===== config.mk =====
export PLATFORM = sky130hd
export DESIGN_NAME = wlo_unit
export DESIGN_NICKNAME = d
export VERILOG_FILES = /design/src/rtl/wlo_pkg.sv /design/src/rtl/wlo_digit_mask.sv /design/src/rtl/wlo_unit.sv
export VERILOG_INCLUDE_DIRS = /design/src /design/src/rtl
export SDC_FILE = /design/constraint.sdc
export NUM_CORES = 1
export LEC_CHECK = 0
export BUFFER_PORTS_ARGS = -buffer_cell sky130_fd_sc_hd__buf_2
export CAP_MARGIN = 25
export CORE_UTILIZATION = 54
export CTS_CLUSTER_DIAMETER = 50
export DETAILED_ROUTE_END_ITERATION = 10
export MAX_ROUTING_LAYER = met4
export PLACE_DENSITY = 0.89
export SYNTH_ARGS = -nofsm -noshare
export SYNTH_HDL_FRONTEND = slang
export SYNTH_SLANG_ARGS = --single-unit

===== constraint.sdc =====
create_clock -name core_clk -period 6.1 [get_ports core_clk]
set_input_delay 1.525 -clock core_clk [delete_from_list [all_inputs] [get_ports core_clk]]
set_output_delay 1.525 -clock core_clk [all_outputs]
set_load 0.02 [all_outputs]

===== src/rtl/wlo_map.svh =====
// Constants for the word logic operation unit
`ifndef WLO_MAP_SVH
`define WLO_MAP_SVH
`define WLO_WORD_W 16
`define WLO_DIGIT_W 4
`define WLO_DIGITS_W 2
`define WLO_OPC_W 3
`define WLO_OP_AND 3'h0
`define WLO_OP_OR 3'h1
`define WLO_OP_XOR 3'h2
`define WLO_OP_XNOR 3'h3
`define WLO_FORM_TWO 1'h0
`define WLO_FORM_THREE 1'h1
`endif


===== src/rtl/wlo_pkg.sv =====
// Types for the word logic operation unit
`include "wlo_map.svh"
package wlo_pkg;
  typedef logic [`WLO_WORD_W-1:0] wlo_word_t;
  typedef enum logic [`WLO_OPC_W-1:0] {
    WLO_AND = `WLO_OP_AND,
    WLO_OR = `WLO_OP_OR,
    WLO_XOR = `WLO_OP_XOR,
    WLO_XNOR = `WLO_OP_XNOR
  } wlo_op_e;
  typedef struct packed {
    wlo_op_e op;
    logic three_form;
    logic pulse_mode;
    logic s1_is_bit;
    logic [`WLO_DIGITS_W-1:0] s1_digits;
    logic s2_is_bit;
    logic [`WLO_DIGITS_W-1:0] s2_digits;
    wlo_word_t s1;
    wlo_word_t s2;
    wlo_word_t dst;
  } wlo_req_s;
  typedef struct packed {
    logic valid;
    logic err;
    wlo_word_t result;
  } wlo_res_s;
endpackage


===== src/rtl/wlo_digit_mask.sv =====
// Masks a bit-device operand to its designated digit count
`timescale 1ns/1ps
`include "wlo_map.svh"
module wlo_digit_mask
  import wlo_pkg::*;
(
  input wire logic is_bit,
  input wire logic [`WLO_DIGITS_W-1:0] digits,
  input wire wlo_word_t din,
  output wlo_word_t dout
);
  wire [`WLO_DIGITS_W:0] ndig = {1'b0, digits} + 3'h1;
  genvar g;
  generate
    for (g = 0; g < `WLO_WORD_W / `WLO_DIGIT_W; g++) begin : g_digit
      wire keep = !is_bit || (ndig > 3'(g));
      assign dout[g*`WLO_DIGIT_W +: `WLO_DIGIT_W] =
        keep ? din[g*`WLO_DIGIT_W +: `WLO_DIGIT_W] : 4'h0;
    end
  endgenerate
endmodule // wlo_digit_mask


===== src/rtl/wlo_unit.sv =====
// Word logic operation unit: AND, OR, XOR, XNOR on 16-bit operands
// Operation
// - Two-operand AND: destination AND source written back to destination.
// - Three-operand AND: first source AND second source into destination.
// - Two-operand OR: destination OR source written back to destination.
// - Three-operand OR: first source OR second source into destination.
// - Three-operand XOR: first source XOR second source into destination.
// - Bit-device operand bits above designated digits count as zero.
// - Three-operand XNOR: bitwise XNOR of both sources into destination.
// - Digit count selects width in 4-bit groups from bit 0, 4 to 16.
`timescale 1ns/1ps
`include "wlo_map.svh"
module wlo_unit
  import wlo_pkg::*;
(
  input wire logic core_clk,
  input wire logic rst,
  input wire logic scan_en,
  input wire logic exec_cond,
  input wire wlo_req_s req,
  output wlo_res_s res_q,
  output logic operation_error_latch_q
);
  wlo_word_t a_m, b_m, s1_m, s2_m, dst_m, res_d;
  logic cond_prev_q;
  // Two-operand form reads the destination as first operand
  wlo_digit_mask u_mask_a (
    .is_bit(req.s1_is_bit),
    .digits(req.s1_digits),
    .din(req.s1),
    .dout(s1_m)
  );
  wlo_digit_mask u_mask_b (
    .is_bit(req.s2_is_bit),
    .digits(req.s2_digits),
    .din(req.s2),
    .dout(s2_m)
  );
  assign dst_m = req.dst;
  assign a_m = req.three_form ? s1_m : dst_m;
  assign b_m = req.three_form ? s2_m : s1_m;
  // XOR/XNOR only exist in three-operand form here; two-operand request flags error
  wire bad_form = !req.three_form && (req.op == WLO_XOR || req.op == WLO_XNOR);
  wire bad_op = !(req.op inside {WLO_AND, WLO_OR, WLO_XOR, WLO_XNOR});
  wire fire = scan_en && exec_cond && (!req.pulse_mode || !cond_prev_q);
  always_comb begin
    case (req.op)
      WLO_AND: res_d = a_m & b_m;
      WLO_OR: res_d = a_m | b_m;
      WLO_XOR: res_d = a_m ^ b_m;
      WLO_XNOR: res_d = ~(a_m ^ b_m);
      default: res_d = '0;
    endcase
  end
  always_ff @(posedge core_clk) begin
    if (rst) begin
      cond_prev_q <= 1'b0;
    end else if (scan_en) begin
      cond_prev_q <= exec_cond;
    end
  end
  always_ff @(posedge core_clk) begin
    if (rst) begin
      res_q <= '0;
    end else begin
      res_q.valid <= fire && !bad_form && !bad_op;
      res_q.err <= fire && (bad_form || bad_op);
      if (fire && !bad_form && !bad_op) begin
        res_q.result <= res_d;
      end
    end
  end
  always_ff @(posedge core_clk) begin
    if (rst) begin
      operation_error_latch_q <= 1'b0;
    end else if (fire && (bad_form || bad_op)) begin
      operation_error_latch_q <= 1'b1;
    end
  end
  chk_and_result: assert property (@(posedge core_clk) disable iff (rst)
    fire && req.op == WLO_AND && !req.three_form |=> res_q.valid
    && res_q.result == ($past(req.dst) & $past(s1_m))) else $error("and result");
  chk_and3_result: assert property (@(posedge core_clk) disable iff (rst)
    fire && req.op == WLO_AND && req.three_form |=> res_q.valid
    && res_q.result == ($past(s1_m) & $past(s2_m))) else $error("and3 result");
  chk_or_result: assert property (@(posedge core_clk) disable iff (rst)
    fire && req.op == WLO_OR && !req.three_form |=>
    res_q.result == ($past(req.dst) | $past(s1_m))) else $error("or result");
  chk_or3_result: assert property (@(posedge core_clk) disable iff (rst)
    fire && req.op == WLO_OR && req.three_form |=>
    res_q.result == ($past(s1_m) | $past(s2_m))) else $error("or3 result");
  chk_xor_result: assert property (@(posedge core_clk) disable iff (rst)
    fire && req.op == WLO_XOR && req.three_form |=>
    res_q.result == ($past(s1_m) ^ $past(s2_m))) else $error("xor result");
  chk_xnor_result: assert property (@(posedge core_clk) disable iff (rst)
    fire && req.op == WLO_XNOR && req.three_form |=>
    res_q.result == ~($past(s1_m) ^ $past(s2_m))) else $error("xnor result");
  chk_digit_zero: assert property (@(posedge core_clk) disable iff (rst)
    req.s1_is_bit && req.s1_digits == 2'h0 |-> s1_m[15:4] == 12'h000
    && s1_m[3:0] == req.s1[3:0]) else $error("digit mask");
  chk_digit_full: assert property (@(posedge core_clk) disable iff (rst)
    req.s2_is_bit && req.s2_digits == 2'h3 |-> s2_m == req.s2)
    else $error("full width mask");
  chk_pulse_once: assert property (@(posedge core_clk) disable iff (rst)
    scan_en && exec_cond && req.pulse_mode && cond_prev_q |=> !res_q.valid && !res_q.err)
    else $error("pulse repeated");
  chk_plain_every: assert property (@(posedge core_clk) disable iff (rst)
    scan_en && exec_cond && !req.pulse_mode && !bad_form && !bad_op |=> res_q.valid)
    else $error("plain missed");
endmodule // wlo_unit


-- After elaboration in Yosys (flattened, before gate mapping)
Cells that the tools add are included.
- flip-flop bits (word level): 20
- input bits: 63
- word-level logic and storage cells: 59
- add/subtract/negate cells: 2
- $lt $le $gt $ge: 8
- equality and inequality tests: 3
- muxes and demuxes: 11
- bitwise operators: 4
- reductions and logical operators: 26
- operator list (kind ; number):
    16-bit one-hot mux with 4 select lines ; 1
    16-bit 2-to-1 mux ; 2
    4-bit 2-to-1 mux ; 8
    16-bit AND ; 1
    16-bit inverter ; 1
    16-bit bitwise OR ; 1
    16-bit bitwise XOR ; 1
    3-bit by 1-bit greater-than comparator with 1-bit output (second input constant) ; 4
    3-bit by 2-bit greater-than comparator with 1-bit output (second input constant) ; 4
    1-bit logical OR ; 11
    1-bit zero test ; 7
    2-bit by 1-bit adder with 3-bit output (second input constant) ; 2
    3-bit by 2-bit == test with 1-bit output (second input constant) ; 2
    1-bit logical AND ; 6
    4-bit nonzero test ; 1
    3-bit by 1-bit == test with 1-bit output (second input constant) ; 1
    3-bit zero test ; 1

-- Longest topological paths before layout
Gate-level depths: netlist of the first run.
- depth after elaboration: 8
- mapped depth: 9

-- By module
From an unflattened synthesis of the first run, not the netlist that was laid out.
- cell total of the unflattened synthesis: 288
- area, all modules: 2316.0 um^2
- modules (own cells, without submodules) (module ; times used ; cells each ; area each (um^2) ; seq. area each (um^2)):
    wlo_unit ; 1 ; 250 ; 2075.7 ; 400.4
    wlo_digit_mask ; 2 ; 19 ; 120.1 ; 0.0

-- Worst setup path after synthesis of the first run
OpenSTA, ideal clock, no wires.
- path type: input -> register
- start: in req[53] in the netlist's numbering
- end: reg res_q[5] in the netlist's numbering
- library setup time: 0.133 ns
- arrival: 3.068 ns
- data required time: 5.967 ns
- path slack: 2.899 ns
- stages on the path: 8
- path through: nor2b_1 and2b_1 nor2_1 a22o_1 ha_1 xor2_1 a211oi_1 nor3_1
- cells in the longest elaborated chain, start to end: 7
- elaborated cells on any way between the ends: 10
- classes of those cells: mux: 4; bitwise: 4; reduce/logical: 2
- ends and longest elaborated chain (element ; line ; text):
    from (decl) ; wlo_unit.sv:20 ; input wire wlo_req_s req,
    1-bit zero test (*) ; wlo_digit_mask.sv:16 ; wire keep = !is_bit || (ndig > 3'(g));
    1-bit logical OR (*) ; wlo_digit_mask.sv:16 ;
    4-bit 2-to-1 mux (*) ; wlo_digit_mask.sv:18 ; keep ? din[g*`WLO_DIGIT_W +: `WLO_DIGIT_W] : 4'h0;
    16-bit 2-to-1 mux, on equally long branches ; wlo_unit.sv:40, wlo_unit.sv:41 ;
    16-bit bitwise XOR ; wlo_unit.sv:50, wlo_unit.sv:51 ;
    16-bit inverter ; wlo_unit.sv:51 ; WLO_XNOR: res_d = ~(a_m ^ b_m);
    16-bit one-hot mux with 4 select lines (*) ; wlo_unit.sv:47 ; case (req.op)
    to (decl) ; wlo_unit.sv:21 ; output wlo_res_s res_q,
Mark *: on every way between the ends. The rest lies on a longest branch, timed or not.
A chain may end at the register's enable or synchronous reset.

-- Worst setup path in the final report of the first run
- start: in req[55] in the netlist's numbering
- end: reg res_q[8] in the netlist's numbering
- cells in the longest elaborated chain, start to end: 5
- elaborated cells on any way between the ends: 12
- classes of those cells: mux: 3; bitwise: 4; reduce/logical: 5
- ends and longest elaborated chain (element):
    parallel branches: the longest is 5 deep, another holds 16-bit 2-to-1 mux
Parallel ways; which one is timed is not known.

==> flow_metrics.tcl, run 1 <==
set metrics [dict create \
    hold_start "res_q[15]$_SDFFE_PP0P_" \
    drc_errors 0 \
    core_area_um2 3770 \
    fmax_mhz 297 \
    yosysSeqAreaShare_pct 18.3 \
    cp_max_fo 39 \
    fin_tns_setup_ns 0 \
    skew_ns 0.00555 \
    tightest_slew_ns 0.916 \
    start_util_pct 58.0 \
    critPathArrivalTime_ns 3.51 \
    r2r-start "cond_prev_q$_SDFFE_PP0P_" \
    fin_util_pct 69.5 \
    cts_sinks 20 \
    overflow 0 \
    path_cells "buf_2 -> nor2_1 -> a22oi_1 -> inv_1 -> ha_1 -> xor2_1 -> a211oi_2 -> nor3_2" \
    cpPeakStageDelay_ns 0.55 \
    synthesis.nets 376 \
    synth.area.top_cells "dfxtp_1, ha_1, inv_1, a211oi_1, nor2_1" \
    drv_cap 0 \
    critPathKind "input port to flip-flop" \
    drtIter0Drc 83 \
    hold_buffers 0 \
    fp.dieW_um 65.6 \
    required_ns 6.24 \
    ff2ff_setup_slack_ns 4.49 \
    areaGrowthSynthToFinish_pct 19.9 \
    async_flop_share_pct 0 \
    rsz0062_at_grt "false" \
    drt_pass1_iterations 4 \
    cp_slowest_cell "buf_2" \
    syn_area_per_cell_um2 7.78 \
    placementRows 22 \
    yosysTopAreaCell "dfxtp_1" \
    io_pins 82 \
    ir_drop_mv 0.0867 \
    grt_pass1_vias 1894 \
    cts_setup_buffers 0 \
    synthTopCellsByCount "inv_1, ha_1, nor2_1" \
    via_per_inst 5.39 \
    clock_latency_ns 0.26 \
    outcome "completed" \
    final_antenna_net_count 0 \
    drive_above_1_share_pct 27.6 \
    wire_per_inst_um 12.2 \
    cts_tree "done" \
    htree_num_levels 1 \
    grt_max_degree 45 \
    reg2regPathDepth 3 \
    path_buf_inv 2 \
    io_buffers 81 \
    antenna_found_initial 0 \
    leakage_nw 1.39 \
    cts_root_buf "clkbuf_8" \
    worstHoldEndpoint "res_q[15]$_SDFFE_PP0P_" \
    worstHoldPathCells 2 \
    synthCells 281 \
    cts_resized 0 \
    cp_top_family "buffers and inverters" \
    hold_violations 0 \
    layout.nets 444 \
    cts.path.max_buffers 2 \
    gr-usage-all-layers_pct 24.6 \
    setup_viol 0 \
    place_hpwl_um 3780 \
    maxSlewViolCount 0 \
    num_antenna_cells 0 \
    reg2reg_to "res_q[6]$_SDFFE_PP0P_" \
    clkTransAtPathRegs_ns 0.08 \
    synth_edf_count 0 \
    dieHeight_um 65.6 \
    start_kind "input port" \
    worstSetupEndpointType "flip-flop" \
    synth.ff_latch_count 20 \
    cts_inserted_buffers 3 \
    die_area_um2 4310 \
    p_per_area_nw_per_um2 164 \
    fin_crit_sh_pct 55.2 \
    worstHoldPathType "flip-flop to flip-flop" \
    gp_congestion 0.887 \
    wirelength_um 4830 \
    vias 2136 \
    synth_area_um2 2190 \
    slew_headroom_pct 38.9 \
    yosysTopAreaCellShare_pct 18.3 \
    ys_warn_count 0 \
    grt_pass1_wl_um 8230 \
    yosysMostFrequentCell "inv_1" \
    fin_total_pwr_uw 430 \
    synth_cell_types 37 \
    synth_ff_type "dfxtp_1" \
    final.min_clock_period_ns 3.36 \
]
-- flip-flops by register name, indices dropped and copies added (netlist names) --
register                 flops
cond_prev_q                  1
operation_error_latch_q      1
res_q                       18
-- report_power, final --
part	leakage, nW	internal [mW]	switching (mW)	total (mW)
Sequential	0.163	0.136	0.00336	0.140
Combinational	1.19	0.0673	0.0880	0.155
Clock	0.0357	0.0876	0.0474	0.135
Total	1.39	0.291	0.139	0.430
-- tightest hold or removal path: stages, from the launching register on --
cell	delay [ns]
dfxtp_1	0.31
nand2_1	0.05
a21oi_1	0.05
-- cells in the final DEF (no fill, tap or decap), types with 3 or more instances in the layout --
master / count
buf_2: 81
inv_1: 45
ha_1: 32
nor2_1: 28
nand2_1: 22
a211oi_1: 20
dfxtp_1: 20
a22oi_1: 12
xor2_1: 12
o22ai_1: 11
nor3_1: 10
mux2i_1: 8
a21oi_1: 7
mux2_2: 4
a22o_1: 4
xnor2_1: 4
o211ai_1: 4
a211oi_2: 3
clkbuf_8: 3
-- kinds of logic after synthesis --
logic type,after synthesis,share of synthesized area (%)
buffers and inverters,63,12.4
DFF,20,18.3
muxes,12,5.72
AOI/OAI and AO/OA,70,25.0
adders and majority gates,32,18.3
xor gates and xnor gates,16,6.41
and+or+nand+nor,68,13.8
-- stage by stage --
stage | hold slack (ns) | instances | setup WS (ns) | instance area [µm²]
floorplan | 0.518 | 281 | 2.90 | 2190
global placement | 0.431 | 392 | 2.45 | 2550
detailed placement | 0.442 | 392 | 2.46 | 2550
CTS | 0.451 | 396 | 2.73 | 2620
global route | 0.486 | 396 | 2.51 | 2620
finish | 0.449 | 396 | 2.74 | 2620
-- worst max path at each step --
stage / slack, ns / to / cells after the start / start
2_1_floorplan: 2.90 / res_q[5]$_SDFFE_PP0P_ / 8 / req[53]
3_3_place_gp: 2.45 / res_q[5]$_SDFFE_PP0P_ / 9 / req[53]
3_5_place_dp: 2.46 / res_q[13]$_SDFFE_PP0P_ / 8 / req[55]
4_1_cts: 2.73 / res_q[13]$_SDFFE_PP0P_ / 8 / req[55]
5_1_grt: 2.51 / res_q[15]$_SDFFE_PP0P_ / 9 / req[55]
6_report: 2.74 / res_q[8]$_SDFFE_PP0P_ / 8 / req[55]
-- per-layer routing --
layer	share of wire (%)	up-vias	GRT usage [%]
met5	0	-	-
met4	1.8	0	10.3
met3	4.6	10	3.13
met2	49	68	41.6
met1	45	963	29.0
li1	-	1095	-
-- cell type report --
type	count	area, µm²
fillers	319	1150
clock buffers	3	41.3
inverters	45	169
clock inverters	1	30.0
multi-input cells	198	1510
repair buffers	81	405
well taps	48	60.1
flip-flops and latches	20	400
Note: power is estimated with default switching activity, not from simulation.
==> inputs of run 2 (changes only) <==
--- a/config.mk
+++ b/config.mk
@@ -6,13 +6,14 @@
 export SDC_FILE = /design/constraint.sdc
 export NUM_CORES = 1
 export LEC_CHECK = 0
+export ABC_AREA = 1
 export BUFFER_PORTS_ARGS = -buffer_cell sky130_fd_sc_hd__buf_2
 export CAP_MARGIN = 25
-export CORE_UTILIZATION = 54
+export CORE_UTILIZATION = 51
 export CTS_CLUSTER_DIAMETER = 50
 export DETAILED_ROUTE_END_ITERATION = 10
 export MAX_ROUTING_LAYER = met4
-export PLACE_DENSITY = 0.89
+export PLACE_DENSITY = 0.84
 export SYNTH_ARGS = -nofsm -noshare
 export SYNTH_HDL_FRONTEND = slang
 export SYNTH_SLANG_ARGS = --single-unit
==> constraint.sdc (replaced) <==
create_clock -name core_clk -period 3.2 [get_ports core_clk]
set_input_delay 0.8 -clock core_clk [delete_from_list [all_inputs] [get_ports core_clk]]
set_output_delay 0.8 -clock core_clk [all_outputs]
set_load 0.02 [all_outputs]
==> run 2 against run 1 <==
Net effect:
- routed wire length up 10%
- non-clock buffer count up 3
- synthesized cell count up 37%
- power up 65%
- critical path type unchanged
- sequential cell count unchanged
- clock power up 16%
- via count up 16%
- die area up 12%
- largest power group unchanged
==> flow_metrics.tcl, run 2 <==
set metrics [dict create \
    outcome "completed" \
    top_register "res_q" \
    placementRows 24 \
    clkTransAtPathRegs_ns 0.07 \
    cts_tree "done" \
    met2_usage_pct 35.4 \
    synthesis.nets 479 \
    syn_area_per_cell_um2 6.04 \
    r2r-start "cond_prev_q$_SDFFE_PP0P_" \
    required_ns 3.35 \
    rsz0062_at_grt "false" \
    fmax_mhz 416 \
    dieHeight_um 69.4 \
    crit_path_end "res_q[1]$_SDFFE_PP0P_" \
    maxSlewViolCount 0 \
    cpPeakStageDelay_ns 0.35 \
    cts_resized 0 \
    gp_congestion 0.815 \
    place_area_um2 2710 \
    layout_common_cells "nand2_1, buf_2, inv_1" \
    cts_sinks 20 \
    hold_buffers 0 \
    grt_pass1_vias 2078 \
    path_cells "buf_2 -> inv_2 -> or2_2 -> o21ai_0 -> inv_1 -> ha_1 -> inv_1 -> nand2_1 -> nand2_1 -> nor2_1 -> nor2_1" \
    num_antenna_cells 0 \
    cts_root_buf "clkbuf_8" \
    clock_latency_ns 0.25 \
    tightest_slew_ns 0.650 \
    ys_warn_count 0 \
    synth_cell_types 19 \
    reg2regPathDepth 7 \
    htree_num_levels 1 \
    gr-usage-met1_pct 33.5 \
    drc_errors 0 \
    areaGrowthSynthToFinish_pct 18.7 \
    final.min_clock_period_ns 2.40 \
    core_area_um2 4350 \
    io_buffers 81 \
    skew_ns 0.00340 \
    cts_inserted_buffers 3 \
    fin_util_pct 63.2 \
    worstSetupEndpointType "flip-flop" \
    yosysTopAreaCellShare_pct 17.3 \
    yosysSeqAreaShare_pct 17.3 \
    crit_start "req[55]" \
    synth_area_um2 2320 \
    fp.dieW_um 69.4 \
    p_int_uw 460 \
    via_per_inst 4.91 \
    final_common_cell "nand2_1" \
    hold_violations 0 \
    ir_drop_mv 0.107 \
    synthCells 384 \
    antenna_found_initial 0 \
    gr-usage-met3_pct 2.62 \
    synth.ff_latch_count 20 \
    p_sw_uw 248 \
    slew_headroom_pct 56.6 \
    cp_max_fo 28 \
    fin_crit_sh_pct 75.1 \
    fin_tns_setup_ns 0 \
    gr-usage-all-layers_pct 23.7 \
    drtIter0Drc 74 \
    p_seq_share_pct 37.5 \
    start_kind "input port" \
    start_util_pct 53.2 \
    place_hpwl_um 4290 \
    stdcell_area_um2 2750 \
    overflow 0 \
    io_pins 82 \
    drive_above_1_share_pct 21.5 \
    synthTopCellsByCount "nand2_1, inv_1, nand3_1" \
    ff2ff_setup_slack_ns 1.92 \
    grt.busiest_layer "met2" \
    wirelength_um 5310 \
    final_antenna_net_count 0 \
    critPathKind "input port to flip-flop" \
    worstHoldPathType "flip-flop to flip-flop" \
    vias 2477 \
    switching_share_pct 35.1 \
    leakage_nw 1.63 \
    setup_viol 0 \
    cts_setup_buffers 0 \
    largest_reg_flops 18 \
    critPathArrivalTime_ns 2.55 \
    drt_pass1_iterations 4 \
    layout.nets 549 \
    yosysTopAreaCell "dfxtp_1" \
    grt_pass1_wl_um 9210 \
    largest_registers "res_q: 18 flops, cond_prev_q: 1 flops, operation_error_latch_q: 1 flops" \
    grt_max_degree 33 \
    clock_power_share_pct 22.2 \
    p_per_area_nw_per_um2 257 \
    drv_cap 0 \
    synth_edf_count 0 \
    synth_ff_type "dfxtp_1" \
    die_area_um2 4820 \
    cts.path.max_buffers 2 \
    reg2reg_to "res_q[5]$_SDFFE_PP0P_" \
    synth.area.top_cells "dfxtp_1, ha_1, nand2_1, inv_1, nand3_1" \
    whs_ns 0.462 \
    cp_slowest_cell "buf_2" \
    yosysMostFrequentCell "nand2_1" \
    wire_per_inst_um 10.5 \
    pwr-share-comb_pct 40.3 \
    async_flop_share_pct 0 \
]
run 2: cell types whose count changed after synthesis, moves of 8 or more:
cell      change
a211oi_1     -20
a22oi_1      -12
inv_1        +22
mux2i_1       -8
nand2_1      +70
nand3_1      +45
nand3b_1     +14
nor3_1       -10
o21ai_0      +23
o21ai_1      +10
o21bai_1     +15
o22ai_1       -8
xor2_1       -12
run 2: layout make-up:
class	count	area, µm²
repair buffers	84	428
clock buffers	3	41.3
fillers	421	1600
multi-input cells	276	1560
inverters	69	259
well taps	52	65.1
flip-flops and latches	20	400
run 2: cells by family after synthesis:
kind of cell | count (synthesis) | synth area share [%]
AND/OR/NAND/NOR | 192 | 36.8
buffers and inverters | 88 | 15.7
AO/OA/AOI/OAI | 52 | 13.0
adder cells (fa/ha/maj) | 32 | 17.3
flip-flops | 20 | 17.3
run 2: per-stage QoR:
stage                     power (mW)  instances  worst slack, ns
after floorplan                0.467        384             1.12
after detailed placement       0.557        501            0.542
final                          0.708        504            0.796
after CTS                      0.714        504            0.811
after global placement         0.546        501            0.613
after global routing           0.769        504            0.612
run 2: power groups by stage:
stage	combinational [mW]	sequential (mW)	clock, mW
3_3_place_gp	0.275	0.271	0
4_1_cts	0.286	0.266	0.162
6_report	0.286	0.265	0.157
5_1_grt	0.329	0.267	0.172
2_1_floorplan	0.182	0.285	0
3_5_place_dp	0.285	0.271	0
run 2: worst min-delay path by stage:
| stage | startpoint | to | cells past startpoint |
|---|---|---|---|
| finish | operation_error_latch_q$_SDFFE_PP0P_ | operation_error_latch_q$_SDFFE_PP0P_ | 2 |
| CTS | operation_error_latch_q$_SDFFE_PP0P_ | operation_error_latch_q$_SDFFE_PP0P_ | 2 |
| global placement | operation_error_latch_q$_SDFFE_PP0P_ | operation_error_latch_q$_SDFFE_PP0P_ | 2 |
| detailed placement | operation_error_latch_q$_SDFFE_PP0P_ | operation_error_latch_q$_SDFFE_PP0P_ | 2 |
| floorplan | cond_prev_q$_SDFFE_PP0P_ | cond_prev_q$_SDFFE_PP0P_ | 2 |
| global route | operation_error_latch_q$_SDFFE_PP0P_ | operation_error_latch_q$_SDFFE_PP0P_ | 2 |
run 2: layer usage:
layer | part of all wire, % | up-vias
met5 | 0 | -
met4 | 0.58 | 0
met3 | 8.1 | 4
met2 | 43 | 96
met1 | 48 | 1042
li1 | - | 1335
run 2: critical path: cells and delay by family:
family / cells / cell delay [ns]
AO/OA/AOI/OAI: 1 / 0.12
adder cells (fa/ha/maj): 1 / 0.30
buffers and inverters: 4 / 0.74
AND/OR/NAND/NOR: 5 / 0.59
==> inputs of run 3 (changes only) <==
--- a/config.mk
+++ b/config.mk
@@ -6,14 +6,14 @@
 export SDC_FILE = /design/constraint.sdc
 export NUM_CORES = 1
 export LEC_CHECK = 0
-export ABC_AREA = 1
+export ABC_AREA = 0
 export BUFFER_PORTS_ARGS = -buffer_cell sky130_fd_sc_hd__buf_2
 export CAP_MARGIN = 25
-export CORE_UTILIZATION = 51
+export CORE_UTILIZATION = 50
 export CTS_CLUSTER_DIAMETER = 50
 export DETAILED_ROUTE_END_ITERATION = 10
 export MAX_ROUTING_LAYER = met4
-export PLACE_DENSITY = 0.84
+export PLACE_DENSITY = 0.83
 export SYNTH_ARGS = -nofsm -noshare
 export SYNTH_HDL_FRONTEND = slang
 export SYNTH_SLANG_ARGS = --single-unit
==> constraint.sdc (replaced) <==
create_clock -name core_clk -period 2.3 [get_ports core_clk]
set_input_delay 0.575 -clock core_clk [delete_from_list [all_inputs] [get_ports core_clk]]
set_output_delay 0.575 -clock core_clk [all_outputs]
set_load 0.02 [all_outputs]
==> run 3 against run 2 <==
Net effect:
- global-route usage is 0.70 points lower
- combinational power is 53% higher
- core utilization is 4.9 points higher
- setup slack worse by 0.65 ns
- clock skew is 0.0074 ns higher
- register-to-register slack worse by 1.0 ns
- highest routed layer unchanged
- critical endpoint is now res_q[5]$_SDFFE_PP0P_
- count of clock-buffer cells in the layout stayed put
- sequential power is 40% higher
- via count is 10% lower
==> flow_metrics.tcl, run 3 (same netlist as run 1, synthesis figures left out) <==
set metrics [dict create \
    rsz0062_at_grt "false" \
    antenna_found_initial 0 \
    skew_ns 0.0108 \
    die_area_um2 4640 \
    io_buffers 81 \
    grt_pass1_vias 1921 \
    stdcell_area_um2 2780 \
    tightest_slew_ns 0.429 \
    cts.path.max_buffers 2 \
    fin_cells 417 \
    critPathArrivalTime_ns 2.29 \
    fin_total_pwr_mw 1.16 \
    via_per_inst 5.34 \
    io_pins 82 \
    num_antenna_cells 0 \
    areaGrowthSynthToFinish_pct 27.3 \
    largest_reg_flops 18 \
    clock_latency_ns 0.26 \
    slew_headroom_pct 71.2 \
    fin_crit_sh_pct 93.5 \
    critPathKind "input port to flip-flop" \
    worstHoldPathType "flip-flop to flip-flop" \
    vias 2225 \
    cts_tree "done" \
    placementRows 23 \
    hold_violations 0 \
    grt_max_degree 45 \
    clkTransAtPathRegs_ns 0.08 \
    largest_registers "res_q: 18 flops, cond_prev_q: 1 flops, operation_error_latch_q: 1 flops" \
    htree_num_levels 1 \
    grt_pass1_wl_um 8050 \
    overflow 0 \
    layout_common_cells "buf_2, inv_1, ha_1" \
    p_per_area_nw_per_um2 417 \
    cts_setup_buffers 0 \
    cts_inserted_buffers 3 \
    cts_root_buf "clkbuf_8" \
    drv_cap 0 \
    final_antenna_net_count 0 \
    gp_congestion 0.914 \
    fin_tns_setup_ns 0 \
    leakage_nw 1.49 \
    required_ns 2.44 \
    drive_above_1_share_pct 31.6 \
    outcome "completed" \
    top_register "res_q" \
    setup_viol 0 \
    wirelength_um 5030 \
    ir_drop_mv 0.260 \
    cts_sinks 20 \
    start_kind "input port" \
    place_hpwl_um 4030 \
    maxSlewViolCount 0 \
    place_inst 413 \
    fp.dieW_um 68.1 \
    fin_util_pct 68.1 \
    wire_per_inst_um 12.1 \
    layout.nets 463 \
    drt_pass1_iterations 4 \
    dieHeight_um 68.1 \
    fmax_mhz 465 \
    place_area_um2 2710 \
    start_util_pct 53.5 \
    gr-usage-all-layers_pct 23.0 \
    core_area_um2 4090 \
    drc_errors 0 \
    drtIter0Drc 108 \
    cp_max_fo 8 \
    worstSetupEndpointType "flip-flop" \
    hold_buffers 0 \
    cts_resized 0 \
    final_common_cell "buf_2" \
    final.min_clock_period_ns 2.15 \
]
==> run 3: cell count changes in the layout (fill, tap and decap cells not counted), sizes merged, moves of 14 or more <==
| cell | before | now |
|---|---|---|
| nand2 | 92 | 22 |
| nand3 | 45 | 0 |
| o21ai | 33 | 0 |
| inv | 69 | 45 |
| a211oi | 0 | 23 |
| buf | 84 | 100 |
| o21bai | 15 | 0 |
| nand3b | 15 | 1 |
==> run 3: worst max-delay path: stages <==
cell and delay [ns]:
buf_2 0.10, nor2b_1 0.16, and2b_1 0.20, nor2_1 0.05, buf_4 0.15, a22o_1 0.23
ha_1 0.28, xor2_1 0.14, a211oi_1 0.31, nor3_1 0.08
==> run 3: through the flow <==
step                      worst slack [ns]  hold slack (ns)
after floorplan                     0.0493            0.518
after global placement             -0.0540            0.433
after detailed placement            -0.144            0.445
after CTS                            0.134            0.453
after global routing                0.0285            0.468
final                                0.151            0.448
==> run 3: path summary, 6_finish.rpt <==
check | from | endpoint | slack (ns) | depth (start not counted)
worst max-delay path | req[52] | res_q[5]$_SDFFE_PP0P_ | 0.15 | 10
worst min-delay path | operation_error_latch_q$_SDFFE_PP0P_ | operation_error_latch_q$_SDFFE_PP0P_ | 0.45 | 2
worst max register to register | cond_prev_q$_SDFFE_PP0P_ | res_q[5]$_SDFFE_PP0P_ | 0.88 | 4
worst min register to register | operation_error_latch_q$_SDFFE_PP0P_ | operation_error_latch_q$_SDFFE_PP0P_ | 0.45 | 2
==> run 3: report_power, final <==
part           switching, mW  internal, mW
clock network          0.119         0.232
logic                  0.237         0.203
registers            0.00913         0.361
==> run 3: per-layer routing <==
metal	GRT usage [%]	routed length (µm)	up-vias
li1	-	-	1130
met1	29.0	2310	1007
met2	39.5	2420	78
met3	0.167	211	10
met4	7.81	85	0
met5	-	0	-
==> run 3: final cells by class <==
class,instances,area (µm²)
fill,346,1300
inverter,45,169
sequential,20,400
clock inverter,1,30.0
multi-input combinational,198,1520
clock buffer,3,41.3
timing repair buffer,100,561
tap,50,62.6
